$ cat src/safety_sup_pkg.sv
package safety_sup_pkg;
  // ==========================================
  // Clock and times.
  localparam int unsigned CLK_HZ = 250_000_000;
  localparam int unsigned CYC_PER_MS = CLK_HZ / 1000;
  localparam int unsigned FB_WIN_MS = 500;
  localparam logic [31:0] FB_WIN_CYC = 32'(FB_WIN_MS * CYC_PER_MS);
  localparam int unsigned SIMUL_MS = 500;
  localparam logic [31:0] SIMUL_CYC = 32'(SIMUL_MS * CYC_PER_MS);
  localparam int unsigned LINK_EXT_MS = 20;
  localparam logic [31:0] LINK_EXT_CYC = 32'(LINK_EXT_MS * CYC_PER_MS);
  localparam int unsigned DLY_EXT_MS = 40;
  localparam logic [31:0] DLY_EXT_CYC = 32'(DLY_EXT_MS * CYC_PER_MS);
  localparam int unsigned SYNC_MS = 40;
  localparam logic [31:0] SYNC_CYC = 32'(SYNC_MS * CYC_PER_MS);
  // ==========================================
  // Field pairs, contour and indications.
  localparam logic [15:0] CONTOUR_TOL_MM = 16'h00C8;
  localparam int unsigned NUM_PAIRS = 10;
  localparam int unsigned TAB_BITS = NUM_PAIRS * NUM_PAIRS;
  localparam logic [3:0] PAIR_RESET = 4'h0;
  localparam logic [4:0] PAT_RESET = 5'h00;
  localparam logic [31:0] CNT_ZERO = 32'h0000_0000;
  localparam int unsigned IND_NUM = 4;
  localparam int unsigned MAP_W = 3;
endpackage : safety_sup_pkg

$ cat src/pair_sel_if.sv
`timescale 1ns/100ps
// Control pattern in, monitored field pair and changeover state out.
interface pair_sel_if;
  logic [4:0] pattern;
  logic [3:0] pair;
  logic pair_valid;
  logic changing;
  logic sel_fault;
  logic settled;
  modport sel (input pattern, output pair, output pair_valid, output changing,
    output sel_fault, output settled);
  modport user (output pattern, input pair, input pair_valid, input changing,
    input sel_fault, input settled);
endinterface : pair_sel_if

$ cat src/field_pair_select.sv
`timescale 1ns/100ps
module field_pair_select (
  input wire logic clk,
  input wire logic arst_n,
  input wire logic [31:0] changeover_cyc,
  input wire logic order_check_en,
  input wire logic [safety_sup_pkg::TAB_BITS-1:0] allowed_in,
  input wire logic [9:0] deactivated,
  input wire logic cfg_load,
  pair_sel_if.sel sel
);
  typedef enum {ST_STABLE, ST_SWITCH} co_state_e;
  co_state_e state;
  logic [31:0] timer;
  logic [4:0] last_pat;
  logic [safety_sup_pkg::TAB_BITS-1:0] allow_tab;
  logic [4:0] hot_hit;
  logic [4:0] low_hit;
  logic [3:0] idx_term [10];
  logic [3:0] dec_idx;
  logic dec_valid;
  logic [6:0] tab_idx;
  logic permitted;
  logic expire;

  // ==========================================
  // Pattern decode, one term per field pair.
  genvar k;
  for (k = 0; k < 5; k++) begin : g_dec
    assign hot_hit[k] = (sel.pattern == 5'(1 << k));
    assign low_hit[k] = (sel.pattern == ~5'(1 << k));
    assign idx_term[k] = hot_hit[k] ? 4'(k) : 4'h0;
    assign idx_term[k + 5] = low_hit[k] ? 4'(9 - k) : 4'h0;
  end
  assign dec_valid = |{hot_hit, low_hit};
  assign dec_idx = idx_term[0] | idx_term[1] | idx_term[2] | idx_term[3]
    | idx_term[4] | idx_term[5] | idx_term[6] | idx_term[7] | idx_term[8]
    | idx_term[9];

  // A first adoption after reset has no previous pair to check against.
  assign tab_idx = {3'h0, sel.pair} * 7'h0A + {3'h0, dec_idx};
  assign permitted = !order_check_en
    || ((!sel.pair_valid || allow_tab[tab_idx]) && !deactivated[dec_idx]);
  assign expire = (state == ST_SWITCH) && (timer == safety_sup_pkg::CNT_ZERO);
  assign sel.changing = (state == ST_SWITCH);

  // The table only changes on a configuration load, never by itself.
  always_ff @(posedge clk or negedge arst_n) begin
    if (!arst_n) begin
      allow_tab <= '0;
    end else if (cfg_load) begin
      allow_tab <= allowed_in;
    end
  end

  // Fixed changeover moment: the old pair stays until the timer ends.
  always_ff @(posedge clk or negedge arst_n) begin
    if (!arst_n) begin
      state <= ST_STABLE;
      timer <= safety_sup_pkg::CNT_ZERO;
      last_pat <= safety_sup_pkg::PAT_RESET;
      sel.pair <= safety_sup_pkg::PAIR_RESET;
      sel.pair_valid <= 1'b0;
      sel.sel_fault <= 1'b0;
      sel.settled <= 1'b0;
    end else begin
      sel.settled <= 1'b0;
      last_pat <= sel.pattern;
      unique case (state)
        ST_STABLE: begin
          if (sel.pattern != last_pat) begin
            state <= ST_SWITCH;
            timer <= changeover_cyc;
          end
        end
        ST_SWITCH: begin
          if (!expire) begin
            timer <= timer - 32'h0000_0001;
          end else begin
            state <= ST_STABLE;
            if (dec_valid && permitted) begin
              sel.pair <= dec_idx;
              sel.pair_valid <= 1'b1;
              sel.sel_fault <= 1'b0;
              sel.settled <= 1'b1;
            end else begin
              sel.sel_fault <= 1'b1;
            end
          end
        end
      endcase
    end
  end

  a_old_pair_held: assert property (@(posedge clk) disable iff (!arst_n)
    (state == ST_SWITCH && !expire) |=> $stable(sel.pair))
    else $error("Monitored pair changed before changeover time ended.");
  a_bad_code_fault: assert property (@(posedge clk) disable iff (!arst_n)
    (expire && !dec_valid) |=> sel.sel_fault && !sel.settled)
    else $error("Invalid pattern at changeover end raised no fault.");
  a_order_refused: assert property (@(posedge clk) disable iff (!arst_n)
    (expire && dec_valid && order_check_en && sel.pair_valid
      && !allow_tab[tab_idx]) |=> sel.sel_fault && $stable(sel.pair))
    else $error("Unlisted changeover was accepted.");
  a_deact_refused: assert property (@(posedge clk) disable iff (!arst_n)
    (expire && dec_valid && order_check_en && deactivated[dec_idx])
      |=> sel.sel_fault)
    else $error("Changeover into deactivated pair was accepted.");
  a_one_low_code: assert property (@(posedge clk) disable iff (!arst_n)
    (sel.pattern == 5'h0F) |-> dec_valid && dec_idx == 4'h5)
    else $error("One-low pattern did not select the sixth pair.");
endmodule : field_pair_select

$ cat src/safety_output_supervisor.sv
`timescale 1ns/100ps
module safety_output_supervisor #(
  parameter logic [31:0] FB_CYC = safety_sup_pkg::FB_WIN_CYC,
  parameter logic [31:0] SIMUL_CYC = safety_sup_pkg::SIMUL_CYC,
  parameter logic [31:0] LINK_EXT_CYC = safety_sup_pkg::LINK_EXT_CYC,
  parameter logic [31:0] DLY_EXT_CYC = safety_sup_pkg::DLY_EXT_CYC,
  parameter logic [31:0] SYNC_CYC = safety_sup_pkg::SYNC_CYC
) (
  input wire logic clk,
  input wire logic arst_n,
  input wire logic [4:0] pair_select_group_a,
  input wire logic [4:0] pair_select_group_b,
  input wire logic two_functions,
  input wire logic order_check_en,
  input wire logic [31:0] changeover_cyc,
  input wire logic [safety_sup_pkg::TAB_BITS-1:0] allowed_a,
  input wire logic [safety_sup_pkg::TAB_BITS-1:0] allowed_b,
  input wire logic [9:0] deactivated_a,
  input wire logic [9:0] deactivated_b,
  input wire logic [9:0] standby_a,
  input wire logic [9:0] standby_b,
  input wire logic cfg_load,
  input wire logic [1:0] field_free,
  input wire logic [1:0] warn_free,
  input wire logic contour_check_en,
  input wire logic [15:0] contour_dev_mm,
  input wire logic delay_en,
  input wire logic [31:0] delay_cyc,
  input wire logic fb_check_en,
  input wire logic [1:0] contactor_feedback_in,
  input wire logic [1:0] link_mode,
  input wire logic [1:0] link_ch,
  input wire logic fault_reset,
  input wire logic [11:0] ind_map,
  output logic [1:0] safe_out_pair_a,
  output logic [1:0] safe_out_pair_b,
  output logic [3:0] monitored_pair_a,
  output logic [3:0] monitored_pair_b,
  output logic [1:0] monitoring_active,
  output logic fault_interlock,
  output logic link_fault,
  output logic [3:0] indication
);
  // ==========================================
  // Declarations.
  pair_sel_if ifc [2] ();
  logic [1:0][4:0] pat_w;
  logic [1:0][safety_sup_pkg::TAB_BITS-1:0] allowed_w;
  logic [1:0][9:0] deact_w;
  logic [1:0][9:0] standby_w;
  logic [1:0] standby_hit;
  logic [1:0] pair_ok;
  logic [1:0] sel_bad;
  logic [1:0] changing;
  logic [1:0] imm_off;
  logic [1:0] slow_off;
  logic [1:0] hold_ok;
  logic [31:0] off_cnt [2];
  logic [31:0] sync_cnt [2];
  logic [31:0] limit [2];
  logic contour_trip;
  logic link_on;
  logic link_ok;
  logic link_ok_eff;
  logic [31:0] sim_cnt;
  logic [1:0] out_on;
  logic [1:0] tgt;
  logic [1:0] can_on;
  logic [1:0] fb_wait;
  logic [1:0] fb_exp;
  logic [1:0] fb_err;
  logic [31:0] fb_cnt [2];
  logic [31:0] dly_cnt;
  logic dly_run;
  logic delayed_mode;
  logic a_fell;
  logic out_a_q;
  logic [7:0] events;

  // ==========================================
  // Field pair selection, one selector per protective function.
  assign pat_w = {pair_select_group_b, pair_select_group_a};
  assign allowed_w = {allowed_b, allowed_a};
  assign deact_w = {deactivated_b, deactivated_a};
  assign standby_w = {standby_b, standby_a};

  genvar f;
  for (f = 0; f < 2; f++) begin : g_fn
    assign ifc[f].pattern = pat_w[f];
    assign pair_ok[f] = ifc[f].pair_valid;
    assign sel_bad[f] = ifc[f].sel_fault;
    assign changing[f] = ifc[f].changing;

    field_pair_select u_sel (
      .clk(clk),
      .arst_n(arst_n),
      .changeover_cyc(changeover_cyc),
      .order_check_en(order_check_en),
      .allowed_in(allowed_w[f]),
      .deactivated(deact_w[f]),
      .cfg_load(cfg_load),
      .sel(ifc[f])
    );

    // A standby pair is not watched at all, so it cannot permit outputs.
    assign standby_hit[f] = pair_ok[f] && standby_w[f][ifc[f].pair];
    assign monitoring_active[f] = pair_ok[f] && !standby_hit[f];

    // Causes that must act at once versus those the response time covers.
    assign imm_off[f] = fault_interlock || sel_bad[f] || standby_hit[f]
      || !pair_ok[f];
    assign slow_off[f] = !field_free[f] || contour_trip || !link_ok_eff;

    // Linkage lengthens the response; a fresh pair adds the sync time.
    assign limit[f] = (link_on ? LINK_EXT_CYC : safety_sup_pkg::CNT_ZERO)
      + ((sync_cnt[f] != safety_sup_pkg::CNT_ZERO) ? SYNC_CYC
      : safety_sup_pkg::CNT_ZERO);

    // Sync window opens when a new pair is adopted.
    always_ff @(posedge clk or negedge arst_n) begin
      if (!arst_n) begin
        sync_cnt[f] <= safety_sup_pkg::CNT_ZERO;
      end else if (ifc[f].settled) begin
        sync_cnt[f] <= SYNC_CYC;
      end else if (sync_cnt[f] != safety_sup_pkg::CNT_ZERO) begin
        sync_cnt[f] <= sync_cnt[f] - 32'h0000_0001;
      end
    end

    // The trip filter drops the permission once a cause outlasts its limit.
    always_ff @(posedge clk or negedge arst_n) begin
      if (!arst_n) begin
        hold_ok[f] <= 1'b0;
        off_cnt[f] <= safety_sup_pkg::CNT_ZERO;
      end else if (imm_off[f] || !slow_off[f]) begin
        hold_ok[f] <= !imm_off[f];
        off_cnt[f] <= safety_sup_pkg::CNT_ZERO;
      end else if (off_cnt[f] >= limit[f]) begin
        hold_ok[f] <= 1'b0;
      end else begin
        off_cnt[f] <= off_cnt[f] + 32'h0000_0001;
      end
    end
  end

  assign monitored_pair_a = ifc[0].pair;
  assign monitored_pair_b = ifc[1].pair;

  // Tolerance is compared here; the deviation is measured upstream.
  assign contour_trip = contour_check_en
    && (contour_dev_mm > safety_sup_pkg::CONTOUR_TOL_MM);

  // ==========================================
  // Two-channel linkage to an upstream chain.
  // Contact and electronic chains share one checker: closed and on are both
  // reported high on link_ch, and either channel low forces the outputs off.
  assign link_on = (link_mode != 2'h0);
  assign link_ok_eff = !link_on || link_ok;

  always_ff @(posedge clk or negedge arst_n) begin
    if (!arst_n) begin
      link_ok <= 1'b0;
      link_fault <= 1'b0;
      sim_cnt <= safety_sup_pkg::CNT_ZERO;
    end else if (!link_on || link_ch == 2'h0) begin
      link_ok <= 1'b0;
      link_fault <= 1'b0;
      sim_cnt <= safety_sup_pkg::CNT_ZERO;
    end else if (link_ch == 2'h3) begin
      link_ok <= !link_fault && (sim_cnt <= SIMUL_CYC);
    end else begin
      link_ok <= 1'b0;
      if (sim_cnt > SIMUL_CYC) begin
        link_fault <= 1'b1;
      end else begin
        sim_cnt <= sim_cnt + 32'h0000_0001;
      end
    end
  end

  // ==========================================
  // Output targets and the internal delayed switch-off.
  assign delayed_mode = !two_functions && delay_en;
  assign dly_run = (dly_cnt != safety_sup_pkg::CNT_ZERO);
  assign a_fell = out_a_q && !out_on[0];
  assign tgt[0] = hold_ok[0];
  assign tgt[1] = two_functions ? hold_ok[1]
    : (delayed_mode ? (out_on[0] || out_a_q || dly_run) : out_on[0]);

  // Pair A may not restart while the delayed pair is still counting.
  assign can_on[0] = (!fb_check_en || contactor_feedback_in[0]) && !dly_run;
  assign can_on[1] = (!fb_check_en || contactor_feedback_in[1]);

  // Delay counter; linkage stretches it by DLY_EXT_CYC, on top of the lag pair A already gets.
  always_ff @(posedge clk or negedge arst_n) begin
    if (!arst_n) begin
      dly_cnt <= safety_sup_pkg::CNT_ZERO;
      out_a_q <= 1'b0;
    end else begin
      out_a_q <= out_on[0];
      if (delayed_mode && a_fell) begin
        dly_cnt <= delay_cyc
          + (link_on ? DLY_EXT_CYC : safety_sup_pkg::CNT_ZERO);
      end else if (dly_run) begin
        dly_cnt <= dly_cnt - 32'h0000_0001;
      end
    end
  end

  // ==========================================
  // Output stages with dynamic contactor checking, one per pair.
  // Expected feedback is closed while off and open while on.
  genvar p;
  for (p = 0; p < 2; p++) begin : g_out
    assign fb_err[p] = fb_wait[p] && (fb_cnt[p] >= FB_CYC)
      && (contactor_feedback_in[p] != fb_exp[p]);

    always_ff @(posedge clk or negedge arst_n) begin
      if (!arst_n) begin
        out_on[p] <= 1'b0;
      end else if (fault_interlock || !tgt[p]) begin
        out_on[p] <= 1'b0;
      end else if (!out_on[p] && can_on[p]) begin
        out_on[p] <= 1'b1;
      end
    end

    // Each output edge restarts the watch for the feedback to follow.
    always_ff @(posedge clk or negedge arst_n) begin
      if (!arst_n) begin
        fb_wait[p] <= 1'b0;
        fb_exp[p] <= 1'b1;
        fb_cnt[p] <= safety_sup_pkg::CNT_ZERO;
      end else if (out_on[p] != !fb_exp[p]) begin
        fb_wait[p] <= fb_check_en;
        fb_exp[p] <= !out_on[p];
        fb_cnt[p] <= safety_sup_pkg::CNT_ZERO;
      end else if (fb_wait[p]) begin
        if (contactor_feedback_in[p] == fb_exp[p]) begin
          fb_wait[p] <= 1'b0;
        end else if (fb_cnt[p] < FB_CYC) begin
          fb_cnt[p] <= fb_cnt[p] + 32'h0000_0001;
        end else begin
          fb_wait[p] <= 1'b0;
        end
      end
    end
  end

  assign safe_out_pair_a = {2{out_on[0]}};
  assign safe_out_pair_b = {2{out_on[1]}};

  // A new error wins over a reset request in the same cycle.
  always_ff @(posedge clk or negedge arst_n) begin
    if (!arst_n) begin
      fault_interlock <= 1'b0;
    end else if (|fb_err) begin
      fault_interlock <= 1'b1;
    end else if (fault_reset) begin
      fault_interlock <= 1'b0;
    end
  end

  // ==========================================
  // Indication outputs, each picking one event by its map field.
  assign events = {
    |fb_wait,
    link_fault || contour_trip,
    fault_interlock || (|sel_bad),
    |changing,
    !warn_free[1],
    !warn_free[0],
    !field_free[1],
    !field_free[0]
  };

  genvar i;
  for (i = 0; i < safety_sup_pkg::IND_NUM; i++) begin : g_ind
    always_ff @(posedge clk or negedge arst_n) begin
      if (!arst_n) begin
        indication[i] <= 1'b0;
      end else begin
        indication[i] <= events[ind_map[i*safety_sup_pkg::MAP_W +: 3]];
      end
    end
  end

  // ==========================================
  // Checks.
  a_standby_off: assert property (@(posedge clk) disable iff (!arst_n)
    standby_hit[0] |=> !hold_ok[0] ##1 !out_on[0])
    else $error("Standby pair left output A on.");
  a_contour_off: assert property (@(posedge clk) disable iff (!arst_n)
    (contour_trip && !link_on && sync_cnt[0] == safety_sup_pkg::CNT_ZERO) [*2]
      |=> !out_on[0])
    else $error("Contour deviation did not switch output A off.");
  a_fb_fault: assert property (@(posedge clk) disable iff (!arst_n)
    (|fb_err) |=> fault_interlock ##1 (out_on == 2'h0))
    else $error("Feedback error did not latch and force outputs off.");
  a_fb_closed: assert property (@(posedge clk) disable iff (!arst_n)
    $rose(out_on[0]) |-> $past(!fb_check_en || contactor_feedback_in[0]))
    else $error("Output A switched on with open feedback.");
  a_restart_block: assert property (@(posedge clk) disable iff (!arst_n)
    dly_run |=> !$rose(out_on[0]))
    else $error("Output A restarted during the delay.");
  a_link_drop: assert property (@(posedge clk) disable iff (!arst_n)
    (link_on && link_ch != 2'h3)
      |=> !link_ok)
    else $error("Upstream off did not clear the linkage permission.");
  a_delay_follow: assert property (@(posedge clk) disable iff (!arst_n)
    (delayed_mode && a_fell && !fault_interlock && delay_cyc > 32'h0000_0002)
      ##1 !fault_interlock |-> out_on[1])
    else $error("Delayed pair B dropped together with pair A.");
  a_link_late: assert property (@(posedge clk) disable iff (!arst_n)
    (link_on && link_ch == 2'h1 && sim_cnt > SIMUL_CYC) |=> link_fault && !link_ok)
    else $error("Late reclose raised no linkage fault.");
endmodule : safety_output_supervisor

$ cat config.mk
export PLATFORM = sky130hd
export DESIGN_NAME = safety_output_supervisor
export DESIGN_NICKNAME = d
export VERILOG_FILES = /design/src/safety_sup_pkg.sv /design/src/pair_sel_if.sv /design/src/field_pair_select.sv /design/src/safety_output_supervisor.sv
export SDC_FILE = /design/constraint.sdc
export NUM_CORES = 1
export LEC_CHECK = 0
export ABC_AREA = 1
export BUFFER_PORTS_ARGS = -buffer_cell sky130_fd_sc_hd__buf_2
export CAP_MARGIN = 20
export CELL_PAD_IN_SITES_DETAIL_PLACEMENT = 0
export CELL_PAD_IN_SITES_GLOBAL_PLACEMENT = 1
export CORE_ASPECT_RATIO = 0.5
export CORE_MARGIN = 2
export CORE_UTILIZATION = 48
export CTS_BUF_LIST = sky130_fd_sc_hd__clkbuf_8
export CTS_CLUSTER_DIAMETER = 40
export DETAILED_ROUTE_END_ITERATION = 7
export GPL_ROUTABILITY_DRIVEN = 0
export PLACE_DENSITY = 0.92
export REMOVE_ABC_BUFFERS = 1
export SETUP_SLACK_MARGIN = 0.02
export SLEW_MARGIN = 20
export SYNTH_ARGS = -nofsm -noshare
export SYNTH_HDL_FRONTEND = slang
export SYNTH_SLANG_ARGS = --single-unit
$ cat constraint.sdc
create_clock -name clk -period 8.9 [get_ports clk]
set_clock_uncertainty 0.15 [all_clocks]
set_input_delay 0.89 -clock clk [delete_from_list [all_inputs] [get_ports clk]]
set_output_delay 0.89 -clock clk [all_outputs]
set_load 0.05 [all_outputs]
==> results.cfg, run 1 <==
[timing]
fin_crit_sh_pct = 59.4
slew_violations = 0
fmax_ghz = 0.189
hold_viol_final = 0
period_needed_ns = 5.29
setup_violations = 0
tns_ns = 0
slew_headroom_pct = 26.8
worst_pin_slew_ns = 1.09
rsz0062_at_grt = no

[run]
cap_violations = 0

[run_status]
status = completed

[floorplan]
fp.dieW_um = 375
dieArea_um2 = 71200
core-area_um2 = 68600
start_util_pct = 48.3
ios = 381
dieHeight_um = 190
rows = 68

[drt]
vias_per_cell = 5.37
antenna_left = 0
wirelength_mm = 93.0
first_pass_iters = 6
drc = 0
first_iter_violations = 2387
wl_per_cell_um = 16.1
vias = 31000

[cells_and_area]
layout-drive-gt1-share_pct = 13.1
n_fill_cell = 6556
fin_nets = 5219
multi_input_area_um2 = 16000
area_delta_synth_final_pct = 13.7
final_area_um2 = 37700
regArea_um2 = 14100

[grt]
grt_pass1_wl_mm = 152
track_usage_pct = 26.1
antenna_found_initial = 17
globalRouteOverflowTotal = 0
grt_max_degree = 172
grt_pass1_vias = 30200

[worst_setup_path]
cp_top_family = simple AND/OR/NAND/NOR gates
worst_setup_path_start_kind = input pin
cpMostUsedCell = nand2_1
endpoint_kind = flop
critical_path.max_fanout = 16
worstSetupPathType = input pin to flop
cpPeakStageDelay_ns = 0.82
crit_required_ns = 9.42
critPathBufInv = 4
slowest_stage = nor2_1
critical_path.cell_chain = buf_2, nor2_1, inv_1, ha_1, inv_1, ha_1, nand2_1, inv_1, nand2_1, nand2_1, a2111oi_0, nand3_1, nor2_1, nand2_1, nor2_1, nand2_1, nor2_1, nand2_1, o21ai_0, nor2_1
cp.arrival_ns = 5.80

[logic_synthesis]
synth_top_cell_by_area = dfrtp_1
yosysMostFrequentCell = nand2_1
synth-edff-count = 0
netlist_top_cells_area = dfrtp_1 42%, nand2_1 9.6%, inv_1 7.2%, o21ai_0 6.4%, nand3_1 5.4%
synth-seq-cells = 562
ys_warn_count = 0
ys.flop_type = dfrtp_1
synthArstFlopShare_pct = 100
synthTopCellsByCount = 848 x nand2_1, 639 x inv_1, 560 x dfrtp_1, 462 x nor2_1, 423 x o21ai_0
postSynthAreaPerCell_um2 = 7.47
ys_seq_area_share_pct = 42.5
ys_types = 62
syn-cell-area_um2 = 33100
synth_top_cell_area_share_pct = 42.3
netlist_instances = 4435

[pwr]
finalPower_mw = 6.90
leakage_nw = 18.2
peakVddDrop_mv = 0.112
powerDensity_nw_per_um2 = 183

[clock_network]
worstSkewPairLatency_ns = 0.79
clock-sinks = 562
root_buffer = clkbuf_8
cts_buffer_depth = 3
cts_resized = 0
cts_htree_levels = 3
post_cts_buffers = 0
cts_made_buffers = 88
tritoncts = built
holdBufCountCts = 1
clk_pin_slew_ns = 0.07

[place]
port_buffers = 380
placed_area_um2 = 35700
hpwl_mm = 66.5

[hold_path]
min_path_type = input pin to flop
[cells by family after synthesis]
group	Yosys count	synth area share (%)
AO/OA/AOI/OAI	849	14.3
AND/OR/NAND/NOR	1990	26.4
adder cells (fa/ha/maj)	80	3.11
buffers and inverters	798	9.27
multiplexers	44	1.50
flip-flops	562	42.5
XOR/XNOR	112	2.96
[sequential cells by signal, summed over array words and instances (netlist names), 10 cells and up]
name and count:
fb_cnt 64, off_cnt 64, g_fn.u_sel.timer 64, g_fn.u_sel.allow_tab 200, g_fn.u_sel.last_pat 10, sync_cnt 64, sim_cnt 32, dly_cnt 32
[cell usage in the layout (no fill, tap or decap), types with 7 or more instances in the layout]
| master | Yosys | layout |
|---|---|---|
| inv_1 | 639 | 668 |
| xor2_1 | 82 | 82 |
| or2_2 | 8 | 8 |
| ha_1 | 76 | 76 |
| o21ai_1 | 10 | 10 |
| buf_2 | 22 | 378 |
| o211ai_1 | 16 | 16 |
| buf_4 | 8 | 19 |
| mux2_2 | 44 | 44 |
| nand4_1 | 89 | 89 |
| a21oi_1 | 226 | 226 |
| o21a_1 | 13 | 13 |
| nand2_2 | 7 | 7 |
| o31ai_1 | 61 | 61 |
| clkinv_2 | 0 | 7 |
| diode_2 | 0 | 16 |
| a31oi_1 | 23 | 23 |
| o21ai_0 | 423 | 423 |
| dfrtp_1 | 560 | 560 |
| o22ai_1 | 16 | 16 |
| o221ai_1 | 15 | 15 |
| xnor2_1 | 30 | 30 |
| nor2_1 | 462 | 462 |
| a211oi_1 | 15 | 15 |
| nor4_1 | 53 | 53 |
| nand2_1 | 848 | 848 |
| nand3_1 | 355 | 355 |
| nor3_1 | 120 | 120 |
| nor2_2 | 11 | 11 |
| clkbuf_8 | 0 | 108 |
[report_power, final]
part | switching (mW) | internal [mW]
clock network | 1.13 | 1.23
registers | 0.268 | 2.88
logic | 0.880 | 0.519
total | 2.28 | 4.62
[per-stage QoR]
stage / std cells / utilization, % / setup slack (ns) / hold WS, ns
after floorplan: 4284 / - / 4.42 / 0.286
after global placement: 5596 / 52.1 / 3.03 / 0.301
after detailed placement: 5596 / 52.1 / 2.91 / 0.311
after CTS: 5753 / 54.8 / 3.75 / 0.0747
after global routing: 5770 / 54.9 / 3.14 / 0.120
final: 5770 / 54.9 / 3.61 / 0.144
[area by class of cell]
| class | instances | share of cell area, % |
|---|---|---|
| Multi-Input combinational cell | 3075 | 42.4 |
| Sequential cell | 562 | 37.3 |
| Inverter | 647 | 6.45 |
| Timing Repair Buffer | 404 | 5.74 |
| Clock buffer | 108 | 3.95 |
| Tap cell | 910 | 3.02 |
| Clock inverter | 48 | 0.970 |
| Antenna cell | 16 | 0.106 |
[per-layer routing]
metal  routed length, um  global-route usage [%]  vias up  part of all wire, %
met5                   0                       0        -                    0
met4                3580                    11.4        0                  3.9
met3                4160                    3.76      199                  4.5
met2               43400                    42.8      802                   47
met1               41800                    34.6    14600                   45
li1                    -                       -    15300                    -
[final timing paths]
kind | from | end | slack [ns] | cells after the start
setup / recovery | link_mode[1] | off_cnt[50] | 3.61 | 20
hold / removal | allowed_b[88] | g_fn[1].u_sel.allow_tab[88] | 0.14 | 3
setup reg to reg | sync_cnt[32] | off_cnt[50] | 3.67 | 24
hold reg to reg | sync_cnt[61] | sync_cnt[61] | 0.32 | 1
max in group asynchronous | arst_n | off_cnt[38] | 6.44 | 3
min in group asynchronous | arst_n | g_fn[1].u_sel.allow_tab[50] | 0.58 | 2
[tightest hold or removal path: cells and delay by family]
| kind | cells | cell delay (ns) |
|---|---|---|
| AO/OA/AOI/OAI | 1 | 0.05 |
| buffers and inverters | 1 | 0.07 |
| AND/OR/NAND/NOR | 1 | 0.04 |
(Power assumes the default switching activity.)
==> run 2, diff against run 1 <==
--- a/config.mk
+++ b/config.mk
@@ -12,12 +12,12 @@
 export CELL_PAD_IN_SITES_GLOBAL_PLACEMENT = 1
 export CORE_ASPECT_RATIO = 0.5
 export CORE_MARGIN = 2
-export CORE_UTILIZATION = 48
+export CORE_UTILIZATION = 45
 export CTS_BUF_LIST = sky130_fd_sc_hd__clkbuf_8
 export CTS_CLUSTER_DIAMETER = 40
 export DETAILED_ROUTE_END_ITERATION = 7
 export GPL_ROUTABILITY_DRIVEN = 0
-export PLACE_DENSITY = 0.92
+export PLACE_DENSITY = 0.87
 export REMOVE_ABC_BUFFERS = 1
 export SETUP_SLACK_MARGIN = 0.02
 export SLEW_MARGIN = 20
==> constraint.sdc (replaced) <==
create_clock -name clk -period 5.4 [get_ports clk]
set_clock_uncertainty 0.15 [all_clocks]
set_input_delay 0.54 -clock clk [delete_from_list [all_inputs] [get_ports clk]]
set_output_delay 0.54 -clock clk [all_outputs]
set_load 0.05 [all_outputs]
==> run 2 against run 1 <==
Effect of this change:
- worst setup slack lost 2.7 ns
- clock power grew 75%
- largest power group unchanged
- sequential share of layout area shrank 2.7 points
- combinational power grew 77%
- critical path depth grew 4
- hold slack lost 0.078 ns
- routed wire length grew 8.4%
- critical path type is now flop to flop
- final cell count grew 6.1%
- highest routed layer is now met5
==> results.cfg, run 2 (synthesis gave the netlist of run 1 again) <==
[pwr]
finalPower_mw = 11.8
peakVddDrop_mv = 0.197
powerDensity_nw_per_um2 = 290
leakage_nw = 19.4

[worst_setup_path]
cpPeakStageDelay_ns = 0.47
crit_required_ns = 5.87
cpMostUsedCell = nand2_1
worstSetupPathType = flop to flop
critPathBufInv = 5
endpoint_kind = flop
critical_path.cell_chain = nor2_1, nand2_1, inv_1, nand4_1, nor2_1, buf_4, inv_1, ha_1, inv_1, ha_1, nand2_1, inv_1, nand2_1, nand2_1, a2111oi_0, nand3_1, nor2_1, nand2_1, nor2_1, nand2_1, nor2_1, nand2_1, o21ai_0, nor2_1
slowest_stage = nand3_1
worst_setup_path_start_kind = flop
critical_path.max_fanout = 12
cp_top_family = simple AND/OR/NAND/NOR gates
cp.arrival_ns = 4.96

[timing]
tns_ns = 0
fmax_ghz = 0.223
setup_violations = 0
whs_ns = 0.0661
slew_violations = 0
rsz0062_at_grt = no
fin_crit_sh_pct = 83.1
slew_headroom_pct = 31.4
hold_viol_final = 0
worst_pin_slew_ns = 1.03
period_needed_ns = 4.49
fin_ws_ns = 0.915

[clock_network]
cts_htree_levels = 3
clk_pin_slew_ns = 0.07
root_buffer = clkbuf_8
cts_buffer_depth = 3
clock-sinks = 562
tritoncts = built
cts_made_buffers = 90
worstSkewPairLatency_ns = 0.77

[cells_and_area]
layout-drive-gt1-share_pct = 12.9
area_delta_synth_final_pct = 22.8
largest_reg_flops = 200
regArea_um2 = 14100
fin_nets = 5499
multi_input_area_um2 = 16000
finalNonFillerCells = 6122
regMostFlops = g_fn.u_sel.allow_tab
final_cell_mix = 848 x nand2_1, 666 x inv_1, 560 x dfrtp_1
final_common_cell = nand2_1
n_fill_cell = 6818
utilization_pct = 55.7
final_area_um2 = 40700

[floorplan]
dieArea_um2 = 75900
rows = 70
start_util_pct = 45.4
ios = 381
core-area_um2 = 73000
dieHeight_um = 196
fp.dieW_um = 388

[place]
dp_cells = 5671
pre_cts_ws_ns = 0.904
port_buffers = 380
placed_area_um2 = 35900
hpwl_mm = 69.4

[drt]
vias = 32600
wl_per_cell_um = 16.5
wirelength_mm = 101
vias_per_cell = 5.32
drc = 0
first_pass_iters = 6
first_iter_violations = 2297
antenna_left = 0

[grt]
antenna_found_initial = 20
grt_pass1_vias = 32400
grt_pass1_wl_mm = 164
track_usage_pct = 26.5
grt_max_degree = 189
globalRouteOverflowTotal = 0

[hold_path]
min_path_type = input pin to flop

[run]
cap_violations = 0

[run_status]
status = completed
## run 2: cell types whose count changed in the layout (fill, tap and decap cells not counted), sizes merged
| cell | delta |
|---|---|
| dlygate4sd3 | +266 |
| clkbuf | +13 |
| buf | +12 |
| clkinv | +2 |
| inv | -2 |
| diode | -1 |
## run 2: power by group
group / switching (mW) / internal [mW]
sequential: 0.442 / 4.74
combinational: 1.50 / 0.988
clock: 1.92 / 2.21
total: 3.86 / 7.95
## run 2: area by class of cell
cell class                      count  area share [%]
Clock buffer                      121            4.10
Inverter                          647            5.97
Clock inverter                     48           0.883
Timing Repair Buffer              682            12.1
Tap cell                          972            2.99
Sequential cell                   562            34.6
Antenna cell                       15          0.0923
Multi-Input combinational cell   3075            39.3
## run 2: worst register-to-register path: stages, from the launching register on
cell and delay (ns):
dfrtp_1 0.40, nor2_1 0.21, nand2_1 0.14, inv_1 0.11, nand4_1 0.10, nor2_1 0.11, buf_4 0.17, inv_1 0.10
ha_1 0.29, inv_1 0.06, ha_1 0.29, nand2_1 0.06, inv_1 0.05, nand2_1 0.05, nand2_1 0.04, a2111oi_0 0.37
nand3_1 0.47, nor2_1 0.31, nand2_1 0.07, nor2_1 0.16, nand2_1 0.11, nor2_1 0.22, nand2_1 0.10, o21ai_0 0.16
nor2_1 0.06
## run 2: timing repair
item / CTS / global route
hold buffers: 267 / 0
setup buffers: 0 / 0
gates resized for setup: 0 / 0
hold endpoints to repair: 381 / 0
## run 2: path summary, 6_finish.rpt
kind / endpoint / start / depth (start not counted) / slack, ns
worst max-delay path: off_cnt[50] / sync_cnt[57] / 24 / 0.91
worst min-delay path: g_fn[1].u_sel.timer[4] / changeover_cyc[4] / 5 / 0.07
worst max register to register: off_cnt[50] / sync_cnt[57] / 24 / 0.91
worst min register to register: sync_cnt[61] / sync_cnt[61] / 1 / 0.33
max in group asynchronous: sync_cnt[10] / arst_n / 3 / 3.55
min in group asynchronous: g_fn[1].u_sel.allow_tab[81] / arst_n / 2 / 0.25
## run 2: layer usage
layer	share of wire [%]	wire length (um)	up-vias	GRT usage, %
met5	0.028	28	-	0
met4	6.3	6310	6	17.3
met3	4.7	4710	334	4.32
met2	47	47700	921	44.4
met1	42	42000	15400	31.9
li1	-	-	15900	-
